File: src/acra_pkg.sv
package acra_pkg;

  // ----------------------------------------------------------------
  // register map (word indices on the plain register port)
  // ----------------------------------------------------------------
  localparam logic [2:0] ADDR_GLOBAL = 3'h0;
  localparam logic [2:0] ADDR_REQ = 3'h1;
  localparam logic [2:0] ADDR_RESULT0 = 3'h2;
  localparam logic [2:0] ADDR_RESULT1 = 3'h3;
  localparam logic [2:0] ADDR_STATUS = 3'h4;
  localparam logic [2:0] ADDR_MASK = 3'h5;
  localparam int unsigned DATA_W = 24;
  localparam logic [23:0] RD_ZERO = 24'h00_0000;

  // ----------------------------------------------------------------
  // field positions
  // ----------------------------------------------------------------
  // global control
  localparam int unsigned G_CONV_EN = 0;
  localparam int unsigned G_TRIG_IGN = 1;
  localparam int unsigned G_BATT_EN = 2;
  localparam int unsigned G_CELL_EN = 3;
  localparam int unsigned G_HALVE = 4;
  localparam int unsigned G_SEL_LO = 5;
  localparam int unsigned G_SEL_HI = 6;
  // per-request control; bit 23 picks the slot on writes
  localparam int unsigned Q_SW_START = 0;
  localparam int unsigned Q_BLOCK = 1;
  localparam int unsigned Q_ARM = 2;
  localparam int unsigned Q_CHAN_LO = 3;
  localparam int unsigned Q_SLOT_SEL = 23;
  // result word: code in 9:0, channel in 12:10
  localparam int unsigned R_CHAN_LO = 10;
  // status and mask
  localparam int unsigned S_DONE0 = 0;
  localparam int unsigned S_DONE1 = 1;
  localparam int unsigned S_SENSE = 2;
  localparam int unsigned S_BATT = 3;
  localparam int unsigned S_BUSY = 4;
  localparam int unsigned S_HOT = 5;

  // ----------------------------------------------------------------
  // channel 7 routing and die temperature
  // ----------------------------------------------------------------
  localparam logic [1:0] CH7_AUX_FIRST = 2'h0;
  localparam logic [1:0] CH7_DIE_TEMP = 2'h1;
  localparam logic [1:0] CH7_USB_ID = 2'h2;
  localparam logic [1:0] CH7_AUX_SECOND = 2'h3;
  localparam logic [2:0] CHAN_DIE = 3'h7;
  localparam logic [9:0] TEMP_CODE_25C = 10'h2a8;   // 680 decimal
  localparam real TEMP_C_PER_LSB = 0.4244;

  // ----------------------------------------------------------------
  // timing
  // ----------------------------------------------------------------
  localparam int unsigned CLOCK_KHZ = 40000;
  localparam int unsigned DEBOUNCE_US = 1000;
  localparam int unsigned DEBOUNCE_CYC = DEBOUNCE_US * CLOCK_KHZ / 1000;

  typedef enum logic {ST_IDLE, ST_WAIT} acra_state_t;

endpackage

File: src/acra_top.sv
// Local design decisions: the register offsets and the plain strobed port.
`timescale 1ns/1ps
// Behaviour
// - battery-removal compare on channel 5 runs only while its enable is set
// - sense bit follows the compare at once; its interrupt waits for a debounce
// - backup cell read enable routes channel 6 to the cell pin scaled 2/3
// - channel 7 select picks aux first, die temp, usb id half, aux second
// - halving applies only to the two auxiliary channel 7 inputs
// - die temperature reads 680 at 25 C, rising 0.4244 C per code
// - two request slots share one converter, each keeping settings and results
// - bit 23 of a request write picks the second slot, clear picks primary
// - slot select bit reads zero; second slot settings are never readable
// - each slot has its own result register, never overwritten by the other
// - each slot raises its own maskable done interrupt
// - with both slots queued the earlier triggered slot converts first
// - pin trigger for the idle slot is dropped when its cross block is set
// - otherwise that trigger is held and converts once the current one ends, after any same-edge re-trigger of a primary or blocking converting slot
// - cross block affects pin triggers only, never software starts
// - single shot accepts only the first pin trigger until software clears it
// - each slot has its own single shot arm bit
// - simultaneous pin triggers with equal cross block favour the primary slot
// - trigger ignore bit discards every external trigger pin transition
// - converter enable low ignores all pin triggers and software starts
module acra_top #(
  parameter int unsigned DEBOUNCE_CYCLES = acra_pkg::DEBOUNCE_CYC
) (
  // clock and reset
  input wire logic clock,
  input wire logic sys_rst,
  // register port
  input wire logic [2:0] reg_addr,
  input wire logic [23:0] reg_wdata,
  input wire logic reg_wr,
  input wire logic reg_rd,
  output logic [23:0] reg_rdata,
  // trigger pin and battery comparator
  input wire logic external_trigger_pin,
  input wire logic batt_cmp_above,
  // converter core
  input wire logic core_done,
  input wire logic [9:0] core_data,
  output logic core_start,
  output logic [2:0] core_chan,
  // analog routing
  output logic batt_cmp_enable,
  output logic ch6_cell_scaled,
  output logic [1:0] ch7_route,
  output logic ch7_half,
  // interrupts
  output logic primary_done_irq,
  output logic second_done_irq,
  output logic battery_removal_irq
);

  initial begin
    if (DEBOUNCE_CYCLES < 1 || DEBOUNCE_CYCLES > 32'h00ff_ffff) begin
      $error("acra_top: DEBOUNCE_CYCLES out of range");
    end
  end

  // ----------------------------------------------------------------
  // register state
  // ----------------------------------------------------------------
  logic conv_en_r, trig_ign_r, batt_en_r, cell_en_r, halve_r;
  logic [1:0] sel_r, block_r, arm_r, shot_used_r, pend_r, done_r, mask_r;
  logic [2:0] chan_r [0:1];
  logic [12:0] result_r [0:1];
  logic batt_mask_r, batt_flag_r, sense_r, hot_r, trig_prev_r, older_r, active_r;
  logic [23:0] deb_cnt_r;
  acra_pkg::acra_state_t state_r;

  logic wr_glob, wr_req, wr_stat, wr_mask, wsel, ext_edge, tie, prio, pick, busy;
  logic [1:0] sw_start, ext_ok, req_set, launch, done_set;

  assign wr_glob = reg_wr && reg_addr == acra_pkg::ADDR_GLOBAL;
  assign wr_req = reg_wr && reg_addr == acra_pkg::ADDR_REQ;
  assign wr_stat = reg_wr && reg_addr == acra_pkg::ADDR_STATUS;
  assign wr_mask = reg_wr && reg_addr == acra_pkg::ADDR_MASK;
  assign wsel = reg_wdata[acra_pkg::Q_SLOT_SEL];
  assign busy = state_r == acra_pkg::ST_WAIT;

  // ----------------------------------------------------------------
  // global control register
  // ----------------------------------------------------------------
  always_ff @(posedge clock or posedge sys_rst) begin
    if (sys_rst) begin
      conv_en_r <= 1'b0;
      trig_ign_r <= 1'b0;
      batt_en_r <= 1'b0;
      cell_en_r <= 1'b0;
      halve_r <= 1'b0;
      sel_r <= acra_pkg::CH7_AUX_FIRST;
    end else if (wr_glob) begin
      conv_en_r <= reg_wdata[acra_pkg::G_CONV_EN];
      trig_ign_r <= reg_wdata[acra_pkg::G_TRIG_IGN];
      batt_en_r <= reg_wdata[acra_pkg::G_BATT_EN];
      cell_en_r <= reg_wdata[acra_pkg::G_CELL_EN];
      halve_r <= reg_wdata[acra_pkg::G_HALVE];
      sel_r <= {reg_wdata[acra_pkg::G_SEL_HI], reg_wdata[acra_pkg::G_SEL_LO]};
    end
  end

  // mask register: done masks in bits 1:0, battery mask in bit 3
  always_ff @(posedge clock or posedge sys_rst) begin
    if (sys_rst) begin
      mask_r <= 2'h0;
      batt_mask_r <= 1'b0;
    end else if (wr_mask) begin
      mask_r <= reg_wdata[acra_pkg::S_DONE1:acra_pkg::S_DONE0];
      batt_mask_r <= reg_wdata[acra_pkg::S_BATT];
    end
  end

  // ----------------------------------------------------------------
  // trigger qualification
  // ----------------------------------------------------------------
  // pin is taken as synchronous; only its rising edge triggers
  always_ff @(posedge clock or posedge sys_rst) begin
    if (sys_rst) begin
      trig_prev_r <= 1'b0;
    end else begin
      trig_prev_r <= external_trigger_pin;
    end
  end

  assign ext_edge = external_trigger_pin && !trig_prev_r && conv_en_r && !trig_ign_r;
  // equal blocks favour primary; else the blocking slot goes first so the other is held
  assign tie = block_r[0] == block_r[1];
  assign prio = tie ? 1'b0 : block_r[1];
  assign pick = (pend_r == 2'b11) ? older_r : pend_r[1];

  // ----------------------------------------------------------------
  // per-slot settings, queue and results
  // ----------------------------------------------------------------
  genvar s;
  generate
    for (s = 0; s < 2; s++) begin : g_slot
      // software start bypasses both cross block and single shot
      assign sw_start[s] = wr_req && wsel == s[0] && reg_wdata[acra_pkg::Q_SW_START]
                           && conv_en_r;
      assign ext_ok[s] = ext_edge && !(arm_r[s] && shot_used_r[s])
                         && !(busy && active_r != s[0] && block_r[s]);
      assign req_set[s] = sw_start[s] || ext_ok[s];
      assign launch[s] = !busy && pend_r != 2'b00 && pick == s[0];
      assign done_set[s] = busy && core_done && active_r == s[0];

      // slot controls, written only when bit 23 matches the slot
      always_ff @(posedge clock or posedge sys_rst) begin
        if (sys_rst) begin
          block_r[s] <= 1'b0;
          arm_r[s] <= 1'b0;
          chan_r[s] <= 3'h0;
        end else if (wr_req && wsel == s[0]) begin
          block_r[s] <= reg_wdata[acra_pkg::Q_BLOCK];
          arm_r[s] <= reg_wdata[acra_pkg::Q_ARM];
          chan_r[s] <= reg_wdata[acra_pkg::Q_CHAN_LO +: 3];
        end
      end

      // single shot spent on the first accepted pin trigger, re-armed by clearing arm
      always_ff @(posedge clock or posedge sys_rst) begin
        if (sys_rst) begin
          shot_used_r[s] <= 1'b0;
        end else if (!arm_r[s]) begin
          shot_used_r[s] <= 1'b0;
        end else if (ext_ok[s]) begin
          shot_used_r[s] <= 1'b1;
        end
      end

      // pending request; a new trigger wins over the launch that clears it
      always_ff @(posedge clock or posedge sys_rst) begin
        if (sys_rst) begin
          pend_r[s] <= 1'b0;
        end else if (req_set[s]) begin
          pend_r[s] <= 1'b1;
        end else if (launch[s]) begin
          pend_r[s] <= 1'b0;
        end
      end

      // result kept per slot so one slot never overwrites the other
      always_ff @(posedge clock or posedge sys_rst) begin
        if (sys_rst) begin
          result_r[s] <= 13'h0000;
        end else if (done_set[s]) begin
          result_r[s] <= {core_chan, core_data};
        end
      end

      // done flag: hardware set wins over the write-one clear
      always_ff @(posedge clock or posedge sys_rst) begin
        if (sys_rst) begin
          done_r[s] <= 1'b0;
        end else if (done_set[s]) begin
          done_r[s] <= 1'b1;
        end else if (wr_stat && reg_wdata[acra_pkg::S_DONE0 + s]) begin
          done_r[s] <= 1'b0;
        end
      end
    end
  endgenerate

  // arrival order among queued slots
  always_ff @(posedge clock or posedge sys_rst) begin
    if (sys_rst) begin
      older_r <= 1'b0;
    end else if (pend_r == 2'b00) begin
      older_r <= (req_set == 2'b11) ? prio : req_set[1];
    end else if (pend_r != 2'b11) begin
      older_r <= pend_r[1];
    end
  end

  // ----------------------------------------------------------------
  // shared converter sequencer
  // ----------------------------------------------------------------
  always_ff @(posedge clock or posedge sys_rst) begin
    if (sys_rst) begin
      state_r <= acra_pkg::ST_IDLE;
      active_r <= 1'b0;
      core_start <= 1'b0;
      core_chan <= 3'h0;
    end else begin
      core_start <= 1'b0;
      case (state_r)
        acra_pkg::ST_IDLE: begin
          if (pend_r != 2'b00) begin
            active_r <= pick;
            core_start <= 1'b1;
            core_chan <= chan_r[pick];
            state_r <= acra_pkg::ST_WAIT;
          end
        end
        acra_pkg::ST_WAIT: begin
          if (core_done) begin
            state_r <= acra_pkg::ST_IDLE;
          end
        end
        default: begin
          state_r <= acra_pkg::ST_IDLE;
        end
      endcase
    end
  end

  // die hotter than 25 C when a temperature result tops the 25 C code
  always_ff @(posedge clock or posedge sys_rst) begin
    if (sys_rst) begin
      hot_r <= 1'b0;
    end else if (busy && core_done && core_chan == acra_pkg::CHAN_DIE
                 && sel_r == acra_pkg::CH7_DIE_TEMP) begin
      hot_r <= core_data > acra_pkg::TEMP_CODE_25C;
    end
  end

  // ----------------------------------------------------------------
  // analog routing
  // ----------------------------------------------------------------
  always_ff @(posedge clock or posedge sys_rst) begin
    if (sys_rst) begin
      ch6_cell_scaled <= 1'b0;
      ch7_route <= acra_pkg::CH7_AUX_FIRST;
      ch7_half <= 1'b0;
      batt_cmp_enable <= 1'b0;
    end else begin
      ch6_cell_scaled <= cell_en_r;
      ch7_route <= sel_r;
      ch7_half <= halve_r && (sel_r == acra_pkg::CH7_AUX_FIRST
                              || sel_r == acra_pkg::CH7_AUX_SECOND);
      batt_cmp_enable <= batt_en_r;
    end
  end

  // ----------------------------------------------------------------
  // battery removal: comparator trips at 31/32 of the bias output
  // ----------------------------------------------------------------
  always_ff @(posedge clock or posedge sys_rst) begin
    if (sys_rst) begin
      sense_r <= 1'b0;
    end else begin
      sense_r <= batt_en_r && batt_cmp_above;
    end
  end

  // debounce restarts whenever the sense bit drops
  always_ff @(posedge clock or posedge sys_rst) begin
    if (sys_rst) begin
      deb_cnt_r <= 24'h00_0000;
    end else if (!sense_r) begin
      deb_cnt_r <= 24'h00_0000;
    end else if (deb_cnt_r < DEBOUNCE_CYCLES[23:0]) begin
      deb_cnt_r <= deb_cnt_r + 24'h00_0001;
    end
  end

  always_ff @(posedge clock or posedge sys_rst) begin
    if (sys_rst) begin
      batt_flag_r <= 1'b0;
    end else if (sense_r && deb_cnt_r == DEBOUNCE_CYCLES[23:0]) begin
      batt_flag_r <= 1'b1;
    end else if (wr_stat && reg_wdata[acra_pkg::S_BATT]) begin
      batt_flag_r <= 1'b0;
    end
  end

  // interrupt outputs, one cycle behind their flags
  always_ff @(posedge clock or posedge sys_rst) begin
    if (sys_rst) begin
      primary_done_irq <= 1'b0;
      second_done_irq <= 1'b0;
      battery_removal_irq <= 1'b0;
    end else begin
      primary_done_irq <= done_r[0] && !mask_r[0];
      second_done_irq <= done_r[1] && !mask_r[1];
      battery_removal_irq <= batt_flag_r && !batt_mask_r;
    end
  end

  // ----------------------------------------------------------------
  // read port
  // ----------------------------------------------------------------
  // results are stable only while no conversion runs; disabling first is advised
  always_ff @(posedge clock or posedge sys_rst) begin
    if (sys_rst) begin
      reg_rdata <= acra_pkg::RD_ZERO;
    end else if (!reg_rd) begin
      reg_rdata <= acra_pkg::RD_ZERO;
    end else if (reg_addr == acra_pkg::ADDR_GLOBAL) begin
      reg_rdata <= {17'h0_0000, sel_r, halve_r, cell_en_r, batt_en_r, trig_ign_r, conv_en_r};
    end else if (reg_addr == acra_pkg::ADDR_REQ) begin
      // primary slot only; select bit reads zero
      reg_rdata <= {18'h0_0000, chan_r[0], arm_r[0], block_r[0], 1'b0};
    end else if (reg_addr == acra_pkg::ADDR_RESULT0) begin
      reg_rdata <= {11'h000, result_r[0]};
    end else if (reg_addr == acra_pkg::ADDR_RESULT1) begin
      reg_rdata <= {11'h000, result_r[1]};
    end else if (reg_addr == acra_pkg::ADDR_STATUS) begin
      reg_rdata <= {18'h0_0000, hot_r, busy, batt_flag_r, sense_r, done_r};
    end else if (reg_addr == acra_pkg::ADDR_MASK) begin
      reg_rdata <= {20'h0_0000, batt_mask_r, 1'b0, mask_r};
    end else begin
      reg_rdata <= acra_pkg::RD_ZERO;
    end
  end
endmodule

File: config.mk
export PLATFORM = sky130hd
export DESIGN_NAME = acra_top
export DESIGN_NICKNAME = d
export VERILOG_FILES = /design/src/acra_pkg.sv /design/src/acra_top.sv
export SDC_FILE = /design/constraint.sdc
export NUM_CORES = 1
export LEC_CHECK = 0
export BUFFER_PORTS_ARGS = -buffer_cell sky130_fd_sc_hd__buf_4
export CORE_MARGIN = 5
export CORE_UTILIZATION = 51
export CTS_CLUSTER_SIZE = 20
export DETAILED_ROUTE_END_ITERATION = 16
export PLACE_DENSITY = 0.87
export SLEW_MARGIN = 10
export SYNTH_ARGS = -nofsm -noshare
export SYNTH_HDL_FRONTEND = slang
export SYNTH_SLANG_ARGS = --single-unit
export TNS_END_PERCENT = 30
File: constraint.sdc
create_clock -name clock -period 2.85 [get_ports clock]
set_input_delay 0.285 -clock clock [delete_from_list [all_inputs] [get_ports clock]]
set_output_delay 0.285 -clock clock [all_outputs]
set_load 0.005 [all_outputs]
# After elaboration in Yosys (flattened, before gate mapping)
# Cells that the tools add are included.
# word_totals
regBits,119
in_bits,44
output_inout_bits,36
# classes
n_addsub,1
order_cmp,3
n_eq_ne,16
n_mux,35
n_bitwise,5
reduce_logical,64
# ops
op,n
two-way mux 13 bit,5
two-way mux 24 bit,2
logical AND 1 bit,40
"adder 24 x 1 -> 24 bit, second input constant",1
"== test 24 x 16 -> 1 bit, second input constant",1
"less-than comparator 24 x 16 -> 1 bit, second input constant",1
two-way mux 1 bit,22
nonzero test 2 bit,7
"greater-than comparator 10 bit, second input constant",1
zero test 1 bit,10
"== test 3 bit, second input constant",3
two-way mux 3 bit,3
"== test 2 bit, second input constant",3
"== test 3 x 2 -> 1 bit, second input constant",2
two-way mux 6 bit,1
"!= test 2 x 1 -> 1 bit, second input constant",3
zero test 2 bit,2
two-way mux 4 bit,1
inverter 1 bit,4
"== test 3 x 1 -> 1 bit, second input constant",1
zero test 3 bit,1
logical OR 1 bit,3
"== test 2 x 1 -> 1 bit, second input constant",1
">= comparator 2 bit, second input constant",1
other kinds (5),5

# Logic depth before layout (Yosys ltp)
# Gate-level depths: netlist of the first run.
# logic_depth
depth_word,10
depth_mapped,7
mapped_depth_nobuf,6

# Worst setup path after synthesis of the first run
# No wires, ideal clock.
# synth_path
path_kind,register to register
from,register deb_cnt_r[6]
to,register deb_cnt_r[7]
setup_time_ps,119
t_arrival_ps,1404
slack_ps,1327
path_stages_with_launch,7
n_path_buf,1
synth_period_minus_slack_ps,1523
path_cell_list,dfrtp_1 -> nor4_2 -> o21ai_2 -> buf_6 -> nor3_2 -> xor2_1 -> and2_1
# synth_between
elab_chain_len,3
word_cells_on_any_way,5
# synth_rtl
element,line,rtl
"start, declared",acra_top.sv:69,logic [23:0] deb_cnt_r;
"start signal, assigned",acra_top.sv:293,deb_cnt_r <= deb_cnt_r + 24'h00_0001;
adder 24 x 1 -> 24 bit,acra_top.sv:293,
two-way mux 24 bit,acra_top.sv:292,end else if (deb_cnt_r < DEBOUNCE_CYCLES[23:0]) begin
two-way mux 24 bit,acra_top.sv:290,end else if (!sense_r) begin
# Parallel ways exist; a longest one is shown, timed or not. The select of a mux whose other input is x is not followed.
# A chain may end at the register's enable or synchronous reset.

# Worst setup path in the final report of the first run
# layout_path
from,"register state_r, in the netlist busy"
to,register result_r[13] (netlist bit)
# layout_between
elab_chain_len,2
# layout_rtl
element,line,rtl
"start, declared",acra_top.sv:70,acra_pkg::acra_state_t state_r;
"start signal, assigned",acra_top.sv:220,state_r <= acra_pkg::ST_IDLE;
"start signal, assigned",acra_top.sv:232,state_r <= acra_pkg::ST_WAIT;
"start signal, assigned",acra_top.sv:237,state_r <= acra_pkg::ST_IDLE;
logical AND 1 bit (2 in series),acra_top.sv:145,assign done_set[s] = busy && core_done && active_r == s[0];
"end signal, assigned by index",acra_top.sv:187,"result_r[s] <= {core_chan, core_data};"
"end, declared",acra_top.sv:67,logic [12:0] result_r [0:1];
# No other way between the ends.

==> out/metrics.csv, run 1 <==
stage,metric,value,unit
floorplan,core footprint,0.00924,mm2
timing,crit path time final,1860,ps
global_route,vias in the first global route,3317,
timing,Rel. slew slack,45.1,%
synth,"Seq/Total Area, Yosys",55.8,%
pwr,PwrDens,736,mW/mm2
clock_network,setup bufs post-CTS,0,
clock_network,htree depth,3,
floorplan,initial core utilization,52.4,%
timing,Final setup viols,0,
detailed_routing,Pre-antenna DRT Iters,5,
clock_network,"Hold-fix buffers, CTS",1,
detailed_routing,wire length after detailed routing,10000,um
detailed_routing,DRT antenna net count,0,
global_route,GRT Total Usage,18.7,%
cells_and_area,P&R area growth vs syn,14.1,%
cells_and_area,Util after Layout,59.8,%
synth,Post-Syn Area per Cell,12.4,um2
timing,clk_skew,19.6,ps
cells_and_area,layout filler cell count,705,
job,max-cap violations,0,
pwr,VDD IR-drop max,388,uV
clock_network,Worst-Skew Late Latency,380,ps
critical_path,type of origin of the critical path,flop,
synth,Netlist cell types,52,
placement,GPL Wtd Cong,0.836,
clock_network,CTS tree,done,
critical_path,CP Max Fanout,14,
detailed_routing,1st-iter DRT viols,262,
timing,setup TNS,0,ps
global_route,initial antenna violation count,0,
detailed_routing,post-route DRC violation count,0,
global_route,total gr overflow,0,
cells_and_area,Inserted Diodes,0,
synth,"FF+latch count, synth",108,
synth,Synth Flop Type,dfrtp_1,
timing,Fmax,537,MHz
clock_network,CTS Buffer Depth,2,
timing,RSZ-0062 raised after global routing,no,
cells_and_area,share of cells above drive strength 1,30.6,%
synth,Synth Cell Area,0.00484,mm2
global_route,pin count of the biggest net entering global routing,50,
clock_network,"Reg clk slew, reported paths",120,ps
synth,"area leader, netlist",dfrtp_1,
cells_and_area,"commonest non-fill, non-tap cell in the layout",dfrtp_1,
critical_path,CP Data Arrival Time,2120,ps
timing,final hold vios,0,
synth,Post-Synthesis Cells,391,
detailed_routing,DR vias,3212,
cells_and_area,Finished Cell Area,0.00553,mm2
synth,area share of the largest cell type after synthesis,55.8,%
cells_and_area,combined area of the multi-input logic cells,0.00196,mm2
floorplan,die area,0.0115,mm2
cells_and_area,Seq. cell area,0.00270,mm2
min_path,HP Class,input pin to flop,
cells_and_area,nets,487,
pwr,Leak,0.00261,uW
placement,Port Buffers,52,
status,status,finished clean,
detailed_routing,drt wl/cell,17.5,um
synth,Syn. warnings,0,
clock_network,post-CTS sizing,0,
synth,Post-synth EDFFs,0,
floorplan,die width,107,um
clock_network,root buf cell,clkbuf_8,
clock_network,CTS Sinks,108,
critical_path,endpoint class of the critical path,flop,
cells_and_area,most frequent cells in the layout,"dfrtp_1, buf_4, mux2_2",
floorplan,FP Rows,35,
floorplan,Die Ht,107,um
global_route,first-pass GRT wire length,16900,um
clock_network,Num CTS Buffers,9,
timing,final worst path period share,65.4,%
placement,dpl hpwl,7070,um
critical_path,Setup Crit Path Kind,flop to flop,
placement,Placed Area,0.00530,mm2
floorplan,# IOs,80,
synth,async set or reset register ratio after synthesis,100,%
detailed_routing,vias per cell,5.60,
synth,"top cells by area, synth","dfrtp_1, mux2_2, and2_1",
timing,worst slew pin tran,821,ps
timing,Pins Over Slew Limit,0,
critical_path,worst path required time,3100,ps
-- power by group --
part | total [uW] | leakage [uW] | switching (uW) | internal, uW
clock | 939 | 0.000105 | 584 | 355
combinational | 941 | 0.00113 | 414 | 527
sequential | 2180 | 0.00137 | 271 | 1910
total | 4060 | 0.00261 | 1270 | 2800
-- area by class of cell --
cell class              instances  area share, %
flip-flops and latches        108           48.9
repair buffers                 55           7.74
well taps                     129           2.92
multi-input cells             252           35.5
clock inverters                 7           1.65
clock buffers                   9           2.24
inverters                      14           1.02
-- path summary, 6_finish.rpt --
check                                     start              end  slack, ps  depth (start not counted)
setup reg to reg                           busy     result_r[13]        990                          2
hold reg to reg                       batt_en_r  batt_cmp_enable        430                          0
max in group asynchronous               sys_rst   shot_used_r[1]       1500                          4
hold / removal             external_trigger_pin      trig_prev_r         10                          1
setup / recovery                           busy     result_r[13]        990                          2
min in group asynchronous               sys_rst  batt_cmp_enable        550                          3
-- sequential cells by signal, indices dropped and copies added, names as in the netlist, 2 cells and up --
signal,flops
chan_r,6
reg_rdata,13
shot_used_r,2
arm_r,2
deb_cnt_r,24
core_chan,3
done_r,2
sel_r,2
pend_r,2
result_r,26
mask_r,2
ch7_route,2
block_r,2
-- cell usage after synthesis (2+ instances only) --
library cell,number
nand3_1,14
buf_2,4
nor3_2,7
nor2b_1,6
mux2_2,47
nor2_1,12
a222oi_1,3
nor4_4,2
a32oi_1,2
o41ai_1,2
and3_1,2
a21boi_0,4
and4_1,3
clkbuf_1,8
nand2b_1,7
nand2_1,22
mux4_2,3
inv_1,14
dfrtp_1,108
nand4_1,9
buf_4,13
a21oi_1,5
ha_1,3
a221o_1,2
o21a_1,6
o31a_1,2
nor4_2,2
o31ai_1,3
and2_1,21
xor2_1,10
nor3_1,3
xnor2_1,2
mux2i_1,9
o21ai_0,11
a31oi_1,2
nor4b_1,2
-- metrics by stage --
stage | total power (uW) | worst slack, ps | hold WS, ps | instances
3_3_place_gp | 3070 | 916 | 407 | 557
5_1_grt | 4300 | 913 | 3.98 | 574
2_1_floorplan | 2780 | 1260 | 316 | 401
6_report | 4060 | 986 | 11.6 | 574
4_1_cts | 4090 | 995 | 5.95 | 574
3_5_place_dp | 3150 | 847 | 410 | 557
-- cells by family (layout without fill, tap and decap cells) --
group                    after synthesis  count (layout)  synth area share, %
AND/OR/NAND/NOR                      120             120                 15.7
flip-flops                           108             108                 55.8
multiplexers                          59              59                 14.2
AO/OA/AOI/OAI                         47              47                 6.85
buffers and inverters                 41              85                 4.47
XOR/XNOR                              12              12                 2.17
adder cells (fa/ha/maj)                3               3                0.775
other                                  1              11               0.0774
-- critical path: stages, from the launching register on --
cell and delay (ps):
dfrtp_1 550, nand3_1 660, mux2_2 520
-- metal layers --
layer  vias up  GRT usage (%)  routed length [um]
met4         0           5.50                 129
li1       1466              -                   -
met3        13           3.48                 567
met2       108           29.7                4930
met5         -              0                   0
met1      1625           26.5                4410
(Power assumes the default switching activity.)
==> inputs of run 2 (changes only) <==
--- a/config.mk
+++ b/config.mk
@@ -7,10 +7,10 @@
 export LEC_CHECK = 0
 export BUFFER_PORTS_ARGS = -buffer_cell sky130_fd_sc_hd__buf_4
 export CORE_MARGIN = 5
-export CORE_UTILIZATION = 51
+export CORE_UTILIZATION = 55
 export CTS_CLUSTER_SIZE = 20
 export DETAILED_ROUTE_END_ITERATION = 16
-export PLACE_DENSITY = 0.87
+export PLACE_DENSITY = 0.89
 export SLEW_MARGIN = 10
 export SYNTH_ARGS = -nofsm -noshare
 export SYNTH_HDL_FRONTEND = slang
==> constraint.sdc (replaced) <==
create_clock -name clock -period 1.9 [get_ports clock]
set_input_delay 0.19 -clock clock [delete_from_list [all_inputs] [get_ports clock]]
set_output_delay 0.19 -clock clock [all_outputs]
set_load 0.005 [all_outputs]
==> run 2 against run 1 <==
Compared with the run above:
- core utilization grew 5.1 points
- clock power grew 52%
- worst hold slack gained 31 ps
- clock skew shrank 6.4 ps
- critical path depth grew 3
- register-to-register slack lost 820 ps
- first-iteration DRC count shrank 9.2%
- sequential power grew 50%
- global-route usage grew 0.84 points
- clock-buffer cell count is the same
- sequential cell count is the same
- final cell count shrank 1.7%
- largest cell class unchanged
- largest power group unchanged
==> out/metrics.csv, run 2 (synthesis results as in run 1) <==
stage,metric,value,unit,change
status,status,finished clean,,
clock_network,CTS Sinks,108,,unchanged
cells_and_area,Finished Cell Area,0.00561,mm2,+1.5%
placement,dpl hpwl,7440,um,+5.3%
timing,clk_skew,13.3,ps,-6.35 ps
pwr,power share of the combinational group,23.7,%,+0.5 points
critical_path,CP Data Arrival Time,1990,ps,-130 ps
min_path,hold path start,batt_cmp_above,,
placement,GPL Wtd Cong,0.869,,+3.9%
critical_path,worst path required time,2160,ps,-940 ps
timing,RSZ-0062 raised after global routing,no,,
pwr,Leak,0.00267,uW,+2.4%
cells_and_area,max reg flops,26,,unchanged
placement,Place WS,132,ps,-715 ps
clock_network,htree depth,3,,unchanged
clock_network,CTS tree,done,,
detailed_routing,1st-iter DRT viols,238,,-9.2%
floorplan,die area,0.0108,mm2,-6.6%
clock_network,"Reg clk slew, reported paths",100,ps,-20 ps
timing,final worst slack,168,ps,-818 ps
pwr,Psw,1840,uW,+45%
pwr,Int Power,4330,uW,+55%
timing,Final setup viols,0,,unchanged
min_path,HP Class,input pin to flop,,
timing,crit path time final,1730,ps,-132 ps
pwr,Sequential Power Share,53.1,%,-0.6 points
clock_network,root buf cell,clkbuf_8,,
pwr,clock share of power,23.2,%,about the same
floorplan,initial core utilization,56.1,%,+3.7 points
clock_network,Num CTS Buffers,9,,unchanged
cells_and_area,P&R area growth vs syn,15.8,%,
timing,worst slew pin tran,623,ps,-198 ps
clock_network,Worst-Skew Late Latency,370,ps,about the same
placement,"number of placed instances, taps included",546,,-2.0%
timing,setup TNS,0,ps,unchanged
floorplan,core footprint,0.00864,mm2,-6.5%
placement,Placed Area,0.00536,mm2,+1.2%
global_route,total gr overflow,0,,unchanged
timing,final hold vios,0,,unchanged
floorplan,Die Ht,104,um,-3.4%
detailed_routing,drt wl/cell,18.2,um,+4.0%
critical_path,endpoint class of the critical path,flop,,
timing,Rel. slew slack,58.4,%,+13 points
global_route,vias in the first global route,3446,,+3.9%
pwr,PwrDens,1100,mW/mm2,+50%
global_route,pin count of the biggest net entering global routing,38,,-24%
cells_and_area,Inserted Diodes,0,,unchanged
critical_path,FF-to-FF Start,deb_cnt_r[6],,
placement,Port Buffers,52,,unchanged
cells_and_area,"commonest non-fill, non-tap cell in the layout",dfrtp_1,,
job,max-cap violations,0,,unchanged
timing,final worst path period share,91.1,%,+26 points
detailed_routing,DR vias,3258,,+1.4%
pwr,VDD IR-drop max,653,uV,+68%
cells_and_area,share of cells above drive strength 1,32.0,%,+1.5 points
clock_network,CTS Buffer Depth,2,,unchanged
global_route,initial antenna violation count,0,,unchanged
detailed_routing,DRT antenna net count,0,,unchanged
global_route,first-pass GRT wire length,17300,um,+2.2%
cells_and_area,Regs by FF count,"result_r (26), deb_cnt_r (24), reg_rdata (13)",,
critical_path,Setup Crit Path Kind,flop to flop,,
cells_and_area,Top reg by flops,result_r,,
cells_and_area,"non-filler cells, final",564,,-1.7%
cells_and_area,most frequent cells in the layout,"dfrtp_1, buf_4, mux2_2",,
detailed_routing,vias per cell,5.78,,+3.2%
timing,Pins Over Slew Limit,0,,unchanged
detailed_routing,post-route DRC violation count,0,,unchanged
global_route,GRT Total Usage,19.6,%,+0.84 points
detailed_routing,wire length after detailed routing,10300,um,+2.2%
critical_path,type of origin of the critical path,flop,,
pwr,Sw Ratio,29.9,%,-1.4 points
floorplan,# IOs,80,,unchanged
detailed_routing,Pre-antenna DRT Iters,5,,unchanged
critical_path,CP Max Fanout,14,,unchanged
floorplan,die width,104,um,-3.4%
cells_and_area,nets,498,,+2.3%
critical_path,Setup crit start,deb_cnt_r[6],,
timing,Fmax,577,MHz,+7.6%
pwr,total power draw,6170,uW,+52%
floorplan,FP Rows,34,,-2.9%
[run 2: final cells by class]
type                            instances  area, um2
Fill cell                             646       3030
Sequential cell                       108       2700
Multi-Input combinational cell        252       1980
Timing Repair Buffer                   66        526
Tap cell                              108        135
Clock buffer                            9        124
Clock inverter                          7       85.1
Inverter                               14       56.3
[run 2: routing by layer]
layer	GRT usage, %	vias up	wire length (um)	share of wire (%)
li1	-	1482	-	-
met4	7.77	0	216	2.1
met1	28.3	1620	4610	45
met3	2.92	19	640	6.2
met5	0	-	0	0
met2	29.8	137	4790	47
[run 2: worst paths after layout]
check	end	slack, ps	depth (start not counted)
max in group asynchronous	trig_prev_r	840	4
min	sense_r	40	2
max	deb_cnt_r[14]	170	5
min in group asynchronous	reg_rdata[2]	460	3
max reg2reg	deb_cnt_r[14]	170	5
min reg2reg	batt_cmp_enable	440	0
[run 2: through the flow]
step / util [%] / hold slack, ps
after floorplan: - / 221
after global placement: 62.1 / 292
after detailed placement: 62.1 / 302
after CTS: 64.7 / 29.9
after global routing: 64.9 / 21.0
final: 64.9 / 42.4
[run 2: worst max-delay path, cell delays in order, from the launching register on]
cell     delay [ps]
dfrtp_1         470
nor4_4          370
o21ai_4         210
nor4_2          340
xnor2_1          90
and2_1          150
[run 2: power groups by stage]
| stage | clock network [uW] | logic (uW) | registers [uW] |
|---|---|---|---|
| 2_1_floorplan | 0 | 995 | 3170 |
| 3_3_place_gp | 0 | 1370 | 3260 |
| 3_5_place_dp | 0 | 1460 | 3310 |
| 4_1_cts | 1450 | 1470 | 3260 |
| 5_1_grt | 1550 | 1610 | 3340 |
| 6_report | 1430 | 1460 | 3270 |
[run 2: what timing repair did]
item	in CTS	in global routing
hold buffers	2	0
setup buffers	0	0
endpoints found under the hold margin	24	0
gates resized for setup	0	3
endpoints found under the setup margin	0	2
